<file path="src/hdl/nbx_pkg.sv">
// Purpose: Shared constants for the nibble CPU branch and I/O executor
// Assumes: 4-bit data path, 12-bit program counter, 8-bit instruction words
// Notes: Opcode values are upper-nibble codes unless marked as lower nibbles
package nbx_pkg;

  localparam int PC_W = 12;
  localparam int PAGE_W = 8;

  // Upper-nibble opcodes
  localparam logic [3:0] OPC_COND_JUMP = 4'h1;
  localparam logic [3:0] OPC_PAIR_SEL = 4'h2;
  localparam logic [3:0] OPC_INC_SKIP = 4'h7;
  localparam logic [3:0] OPC_REG_ADD = 4'h8;
  localparam logic [3:0] OPC_REG_SWAP = 4'hb;
  localparam logic [3:0] OPC_ACC_IMM = 4'hd;
  localparam logic [3:0] OPC_IO_GROUP = 4'he;
  localparam logic [3:0] OPC_ACC_GROUP = 4'hf;

  // Lower nibble within the I/O and accumulator groups
  localparam logic [3:0] OPN_RAM_PORT_WRITE = 4'h1;
  localparam logic [3:0] OPN_ROM_PORT_READ = 4'ha;
  localparam logic [3:0] OPN_CARRY_INVERT = 4'h3;
  localparam logic [3:0] OPN_ROTATE_LEFT = 4'h5;
  localparam logic [3:0] OPN_ROTATE_RIGHT = 4'h6;

  // Condition field bit positions
  localparam int COND_INV_BIT = 3;
  localparam int COND_ACC_BIT = 2;
  localparam int COND_CY_BIT = 1;
  localparam int COND_TEST_BIT = 0;

  // Fill on upper bus bits while carry is shown at the third slot
  localparam logic [2:0] CARRY_SLOT_FILL = 3'h7;

  // Reset values
  localparam logic [PC_W-1:0] PC_RST = 12'h000;
  localparam logic [3:0] ACC_RST = 4'h0;
  localparam logic CARRY_RST = 1'b0;
  localparam logic [3:0] REG_RST = 4'h0;
  localparam logic [7:0] WORD_RST = 8'h00;

  typedef enum logic [2:0] {
    S_FETCH,
    S_FETCH2,
    S_X1,
    S_MID,
    S_X3
  } nbx_state_e;

endpackage

</file>
<file path="src/hdl/nbx_core.sv">
// Purpose: Decode and execute branch, register and port instructions
// Assumes: Instruction words arrive on a valid/ready port; test and port pins are asynchronous
// Notes: Every instruction runs fetch, optional second fetch, then three execute slots
`timescale 1ns/1ps
module nbx_core
(
  input logic clk,
  input logic rst_n,
  input logic instr_valid,
  input logic [7:0] instr_word,
  output logic instr_ready,
  input logic test_pin,
  input logic [3:0] port_in,
  output logic [3:0] bus_data,
  output logic bus_oe,
  output logic exec_slot_two,
  output logic select_active,
  output logic port_write_active,
  output logic [nbx_pkg::PC_W-1:0] pc,
  output logic [3:0] acc,
  output logic carry
);
  import nbx_pkg::*;

  nbx_state_e state_reg, state_next;
  logic [7:0] op_reg, op_next;
  logic [7:0] imm_reg, imm_next;
  logic [PC_W-1:0] pc_reg, pc_next;
  logic [3:0] acc_reg, acc_next;
  logic carry_reg, carry_next;
  logic [3:0] bus_data_reg, bus_data_next;
  logic bus_oe_reg, bus_oe_next;
  logic test_meta, test_sync;
  logic [3:0] port_meta, port_sync;

  logic [7:0] dec_word;
  logic [3:0] opcode_nibble, operand_nibble;
  logic is_pair, two_word;
  logic [3:0] addr_a, addr_b, rd_a, rd_b, wd_a, wd_b;
  logic we_a, we_b;
  logic cond_hit, cond_jump_go;
  logic is_cond_jump, is_pair_load, is_select, is_inc_skip, is_add;
  logic is_swap, is_acc_imm, is_port_write, is_port_read;
  logic is_carry_inv, is_rot_left, is_rot_right;
  logic [4:0] sum;

  // Pins are asynchronous to clk
  always_ff @(posedge clk)
  begin
    if (!rst_n)
    begin
      test_meta <= 1'b1;
      test_sync <= 1'b1;
      port_meta <= 4'h0;
      port_sync <= 4'h0;
    end
    else
    begin
      test_meta <= test_pin;
      test_sync <= test_meta;
      port_meta <= port_in;
      port_sync <= port_meta;
    end
  end

  // Read address follows the incoming word so data are ready at X1
  assign dec_word = (state_reg == S_FETCH) ? instr_word : op_reg;
  assign opcode_nibble = op_reg[7:4];
  assign operand_nibble = op_reg[3:0];
  assign is_pair = dec_word[7:4] == OPC_PAIR_SEL;
  assign addr_a = is_pair ? {dec_word[3:1], 1'b0} : dec_word[3:0];
  assign addr_b = {dec_word[3:1], 1'b1};
  assign two_word = instr_word[7:4] == OPC_COND_JUMP || instr_word[7:4] == OPC_INC_SKIP
    || (instr_word[7:4] == OPC_PAIR_SEL && !instr_word[0]);

  assign is_cond_jump = opcode_nibble == OPC_COND_JUMP;
  assign is_pair_load = opcode_nibble == OPC_PAIR_SEL && !operand_nibble[0];
  assign is_select = opcode_nibble == OPC_PAIR_SEL && operand_nibble[0];
  assign is_inc_skip = opcode_nibble == OPC_INC_SKIP;
  assign is_add = opcode_nibble == OPC_REG_ADD;
  assign is_swap = opcode_nibble == OPC_REG_SWAP;
  assign is_acc_imm = opcode_nibble == OPC_ACC_IMM;
  assign is_port_write = op_reg == {OPC_IO_GROUP, OPN_RAM_PORT_WRITE};
  assign is_port_read = op_reg == {OPC_IO_GROUP, OPN_ROM_PORT_READ};
  assign is_carry_inv = op_reg == {OPC_ACC_GROUP, OPN_CARRY_INVERT};
  assign is_rot_left = op_reg == {OPC_ACC_GROUP, OPN_ROTATE_LEFT};
  assign is_rot_right = op_reg == {OPC_ACC_GROUP, OPN_ROTATE_RIGHT};

  // Any enabled condition may hit; the invert bit flips the result
  assign cond_hit = (operand_nibble[COND_ACC_BIT] && acc_reg == 4'h0)
    || (operand_nibble[COND_CY_BIT] && carry_reg)
    || (operand_nibble[COND_TEST_BIT] && !test_sync);
  assign cond_jump_go = cond_hit ^ operand_nibble[COND_INV_BIT];

  assign sum = {1'b0, acc_reg} + {1'b0, rd_a};

  // Register writes happen only in X3, once the old contents were read
  always_comb
  begin
    we_a = 1'b0;
    we_b = 1'b0;
    wd_a = rd_a;
    wd_b = rd_b;
    if (state_reg == S_X3)
    begin
      if (is_pair_load)
      begin
        we_a = 1'b1;
        we_b = 1'b1;
        wd_a = imm_reg[7:4];
        wd_b = imm_reg[3:0];
      end
      else if (is_swap)
      begin
        we_a = 1'b1;
        wd_a = acc_reg;
      end
      else if (is_inc_skip)
      begin
        we_a = 1'b1;
        wd_a = rd_a + 4'h1;
      end
    end
  end

  nbx_regfile u_regfile (
    .clk(clk),
    .rst_n(rst_n),
    .addr_a(addr_a),
    .addr_b(addr_b),
    .we_a(we_a),
    .wd_a(wd_a),
    .we_b(we_b),
    .wd_b(wd_b),
    .rd_a(rd_a),
    .rd_b(rd_b)
  );

  always_comb
  begin
    state_next = state_reg;
    op_next = op_reg;
    imm_next = imm_reg;
    pc_next = pc_reg;
    acc_next = acc_reg;
    carry_next = carry_reg;
    bus_data_next = bus_data_reg;
    bus_oe_next = bus_oe_reg;
    unique case (state_reg)
      S_FETCH:
      begin
        if (instr_valid)
        begin
          op_next = instr_word;
          pc_next = pc_reg + 12'h001;
          state_next = two_word ? S_FETCH2 : S_X1;
        end
      end
      S_FETCH2:
      begin
        if (instr_valid)
        begin
          imm_next = instr_word;
          pc_next = pc_reg + 12'h001;
          state_next = S_X1;
        end
      end
      S_X1:
      begin
        state_next = S_MID;
        if (is_select)
        begin
          bus_data_next = rd_a;
          bus_oe_next = 1'b1;
        end
        else if (is_port_write)
        begin
          bus_data_next = acc_reg;
          bus_oe_next = 1'b1;
        end
      end
      S_MID:
      begin
        state_next = S_X3;
        if (is_select)
          bus_data_next = rd_b;
        else if (is_port_write)
          bus_data_next = {CARRY_SLOT_FILL, carry_reg};
      end
      S_X3:
      begin
        state_next = S_FETCH;
        bus_oe_next = 1'b0;
        if (is_cond_jump && cond_jump_go)
          pc_next = {pc_reg[PC_W-1:PAGE_W], imm_reg};
        else if (is_inc_skip && rd_a != 4'hf)
          pc_next = {pc_reg[PC_W-1:PAGE_W], imm_reg};
        else if (is_add)
          {carry_next, acc_next} = sum;
        else if (is_swap)
          acc_next = rd_a;
        else if (is_acc_imm)
          acc_next = operand_nibble;
        else if (is_port_read)
          acc_next = port_sync;
        else if (is_carry_inv)
          carry_next = !carry_reg;
        else if (is_rot_left)
          {carry_next, acc_next} = {acc_reg, carry_reg};
        else if (is_rot_right)
          {acc_next, carry_next} = {carry_reg, acc_reg};
      end
    endcase
  end

  always_ff @(posedge clk)
  begin
    if (!rst_n)
    begin
      state_reg <= S_FETCH;
      op_reg <= WORD_RST;
      imm_reg <= WORD_RST;
      pc_reg <= PC_RST;
      acc_reg <= ACC_RST;
      carry_reg <= CARRY_RST;
      bus_data_reg <= 4'h0;
      bus_oe_reg <= 1'b0;
    end
    else
    begin
      state_reg <= state_next;
      op_reg <= op_next;
      imm_reg <= imm_next;
      pc_reg <= pc_next;
      acc_reg <= acc_next;
      carry_reg <= carry_next;
      bus_data_reg <= bus_data_next;
      bus_oe_reg <= bus_oe_next;
    end
  end

  assign instr_ready = state_reg == S_FETCH || state_reg == S_FETCH2;
  assign exec_slot_two = state_reg == S_MID;
  // Strobes cover both bus slots so partners can latch either nibble
  assign select_active = is_select && (state_reg == S_MID || state_reg == S_X3);
  assign port_write_active = is_port_write && (state_reg == S_MID || state_reg == S_X3);
  assign bus_data = bus_data_reg;
  assign bus_oe = bus_oe_reg;
  assign pc = pc_reg;
  assign acc = acc_reg;
  assign carry = carry_reg;
endmodule

</file>
<file path="src/hdl/nbx_regfile.sv">
// Purpose: Sixteen 4-bit index registers with two registered read ports
// Assumes: Port A and port B never write the same entry in one cycle
// Notes: Read data appear one edge after the address
`timescale 1ns/1ps
module nbx_regfile
  import nbx_pkg::*;
(
  input logic clk,
  input logic rst_n,
  input logic [3:0] addr_a,
  input logic [3:0] addr_b,
  input logic we_a,
  input logic [3:0] wd_a,
  input logic we_b,
  input logic [3:0] wd_b,
  output logic [3:0] rd_a,
  output logic [3:0] rd_b
);
  logic [3:0] mem [16];

  for (genvar i = 0; i < 16; i++)
  begin : g_entry
    always_ff @(posedge clk)
    begin
      if (!rst_n)
        mem[i] <= REG_RST;
      else if (we_a && addr_a == 4'(i))
        mem[i] <= wd_a;
      else if (we_b && addr_b == 4'(i))
        mem[i] <= wd_b;
    end
  end

  always_ff @(posedge clk)
  begin
    if (!rst_n)
    begin
      rd_a <= REG_RST;
      rd_b <= REG_RST;
    end
    else
    begin
      rd_a <= mem[addr_a];
      rd_b <= mem[addr_b];
    end
  end
endmodule

</file>
<file path="config.mk">
export PLATFORM = sky130hd
export DESIGN_NAME = nbx_core
export DESIGN_NICKNAME = d
export VERILOG_FILES = /design/src/hdl/nbx_pkg.sv /design/src/hdl/nbx_core.sv /design/src/hdl/nbx_regfile.sv
export SDC_FILE = /design/constraint.sdc
export NUM_CORES = 1
export LEC_CHECK = 0
export BUFFER_PORTS_ARGS = -buffer_cell sky130_fd_sc_hd__buf_2
export CAP_MARGIN = 25
export CORE_MARGIN = 3
export CORE_UTILIZATION = 45
export CTS_BUF_LIST = sky130_fd_sc_hd__clkbuf_16
export CTS_CLUSTER_SIZE = 40
export DETAILED_ROUTE_END_ITERATION = 8
export GPL_ROUTABILITY_DRIVEN = 1
export SYNTH_ARGS = -nofsm -noshare
export SYNTH_HDL_FRONTEND = slang
export SYNTH_SLANG_ARGS = --single-unit
</file>
<file path="constraint.sdc">
create_clock -name clk -period 3.7 [get_ports clk]
set_clock_uncertainty 0.1 [all_clocks]
set_input_delay 0.185 -clock clk [delete_from_list [all_inputs] [get_ports clk]]
set_output_delay 0.185 -clock clk [all_outputs]
set_load 0.05 [all_outputs]
</file>
==> impl_metrics.toml <==
[layout]
stdcell_count = 1067
diodes = 0
drive_gt1_share_pct = 14.4
n_fill_cell = 1403
most-common-layout-cells = "nand2_1, nor2_1, edfxtp_1, dfxtp_1"
syn_to_final_growth_pct = 17.0
layout_commonest_cell = "nand2_1"
fin_nets = 866
largest_reg_flops = 64

[timing]
finalHoldViolCount = 0
worst_slew_pin_slew_ns = 1.11
fin_tns_setup_ns = 0
worst_hold_slack_ns = 0.00819
layout_worst_path_cycle_share_pct = 93.0
rsz0062_at_grt = "no"
max-slew-margin-rel_pct = 23.6
finalCriticalPeriod_ns = 3.44
setup_viol = 0
finalWorstSetupSlack_ns = 0.259
max_freq_ghz = 0.291
slew_viol_final = 0

[pwr]
peakVddDrop_v = 0.000416
leakagePower_nw = 3.12
power_density_nw_per_um2 = 481

[setup_path]
cp.required_ns = 3.86
worstPathCellList = "nor3_4 -> mux2i_1 -> nand2_1 -> nor2_1 -> nand4_1 -> o22ai_1"
cp_max_fo = 17
cpPeakStageDelay_ns = 0.99
arrival_ns = 3.60
path_delay_family = "simple AND/OR/NAND/NOR gates"
cp-start-kind = "register"
cp_slowest_cell = "mux2i_1"
cp-end-kind = "register"
crit_type = "reg2reg"
crit_buf_inv = 0

[global_route]
antenna_found_initial = 0
grtUsageMet2_pct = 42.2
grt_pass1_wl_um = 33300
grtUsageMet1_pct = 32.9
grt_max_degree = 43
top_usage_layer = "met2"
grt_pass1_vias = 6169
grt-ovfl-total = 0
use_met3_pct = 5.73
track_usage_pct = 25.5

[place]
gp_congestion = 0.892
portBuffers = 41
hpwl_um = 14900
dp_slack_ns = 0.388
dp_cells = 1022

[cts]
cts_tree = "built"
cts-htree-levels = 4
cts_buffers = 17
cts_resized = 0
cts_max_path_buffers = 2
clkTransAtPathRegs_ns = 0.06
clock_sinks = 123
root_buffer = "clkbuf_16"
clkLatencyLatePin_ns = 0.43

[logic_synthesis]
ys_seq_area_share_pct = 44.1
synthArstFlopShare_pct = 0
ys_ff_latch = 123
synthCells = 796
synth_edf_count = 64
netlist_area_sq_um = 7030
synth_warnings = 0
avgSynthCellArea_sq_um = 8.83
syn_nets = 819
synthFlopType = "edfxtp_1"
ys_types = 70

[routing]
wl_per_cell_um = 20.0
dr.pass1.iters = 6
drcViolationCount = 0
drtIter0Drc = 825
vias = 6483
wl_um = 21300
viasPerCell = 6.08
drtAntennaViolNets = 0

[floorplanning]
fp.dieW_um = 131
rows = 45
design.die.area_sq_um = 17200
fp.coreArea_sq_um = 15300
io_pins = 42
start_util_pct = 46.1
die_h_um = 131

[run_status]
status = "finished, final reports clean"

[run]
maxCapViolCount = 0

[min_path]
min_path_type = "in2reg"
-- cells by family after synthesis --
logic type	count (synthesis)	synth area share, %
adder cells (fa/ha/maj)	7	1.35
XOR/XNOR	6	0.747
multiplexers	37	5.57
flip-flops	123	44.1
AO/OA/AOI/OAI	199	19.2
AND/OR/NAND/NOR	359	25.0
buffers and inverters	65	3.97
-- metrics by stage --
stage | total power, mW | utilization (%) | instance area [sq um]
CTS | 3.97 | 53.9 | 8220
global placement | 2.22 | 49.1 | 7490
detailed placement | 2.23 | 49.1 | 7490
finish | 3.96 | 53.9 | 8220
floorplan | 2.01 | - | 7030
global route | 4.12 | 53.9 | 8220
-- layer usage --
metal / routed length (um) / vias up
met2: 10400 / 303
met1: 9050 / 3083
met3: 1490 / 35
met4: 377 / 0
met5: 0 / -
li1: - / 3062
-- repair_timing --
| item | 4_1_cts | 5_1_grt |
|---|---|---|
| hold buffers | 13 | 0 |
| setup buffers | 0 | 0 |
| hold endpoints to repair | 19 | 0 |
-- layout make-up --
cell class              instances  area [sq um]  area share, %
clock inverters                15           181           2.21
well taps                     211           264           3.21
clock buffers                  17           425           5.17
inverters                      11          41.3          0.502
multi-input cells             608          3660           44.5
repair buffers                 82           546           6.63
flip-flops and latches        123          3100           37.7
-- final timing paths --
check | slack, ns | cells past startpoint | endpoint | start
worst max-delay path | 0.26 | 6 | u_regfile.mem[1][3] | state_reg[2]
worst max register to register | 0.26 | 6 | u_regfile.mem[1][3] | state_reg[2]
worst min register to register | 0.33 | 1 | port_sync[3] | port_meta[3]
worst min-delay path | 0.008 | 2 | test_sync | rst_n
-- report_power, final --
group          switching (mW)  leakage [nW]  internal (mW)  total, mW
Clock                   0.618         0.302           1.11       1.73
Sequential             0.0870          1.14           1.50       1.58
Combinational           0.434          1.67          0.212      0.646
Total                    1.14          3.12           2.82       3.96
-- synth_stat cells (all sizes together), types with 4 or more instances --
| library cell | instances | area share, % |
|---|---|---|
| nor2b | 8 | 0.71 |
| ha | 6 | 1.1 |
| nand2b | 7 | 0.62 |
| clkbuf | 27 | 1.5 |
| nand2 | 139 | 7.4 |
| o221ai | 6 | 0.75 |
| and2 | 16 | 1.4 |
| o21ai | 44 | 3.1 |
| mux2i | 29 | 4.1 |
| inv | 11 | 0.59 |
| nor3 | 8 | 0.80 |
| a21oi | 20 | 1.4 |
| o211ai | 7 | 0.75 |
| o31ai | 4 | 0.43 |
| nand3 | 43 | 3.1 |
| nand3b | 5 | 0.53 |
| mux2 | 7 | 1.1 |
| edfxtp | 64 | 27 |
| o22ai | 43 | 3.8 |
| a22oi | 8 | 0.85 |
| a211oi | 4 | 0.64 |
| o32ai | 4 | 0.50 |
| a21boi | 24 | 2.6 |
| a31oi | 4 | 0.36 |
| nor4 | 6 | 0.93 |
| a21o | 4 | 0.43 |
| xor2 | 4 | 0.50 |
| nor2 | 65 | 3.5 |
| a221oi | 6 | 0.75 |
| or4 | 5 | 0.53 |
| or3 | 10 | 0.89 |
| dfxtp | 59 | 17 |
| nand4 | 26 | 2.3 |
| buf | 27 | 1.9 |
| and3 | 11 | 0.98 |
| o221a | 4 | 0.64 |
Note: power is estimated with default switching activity, not from simulation.
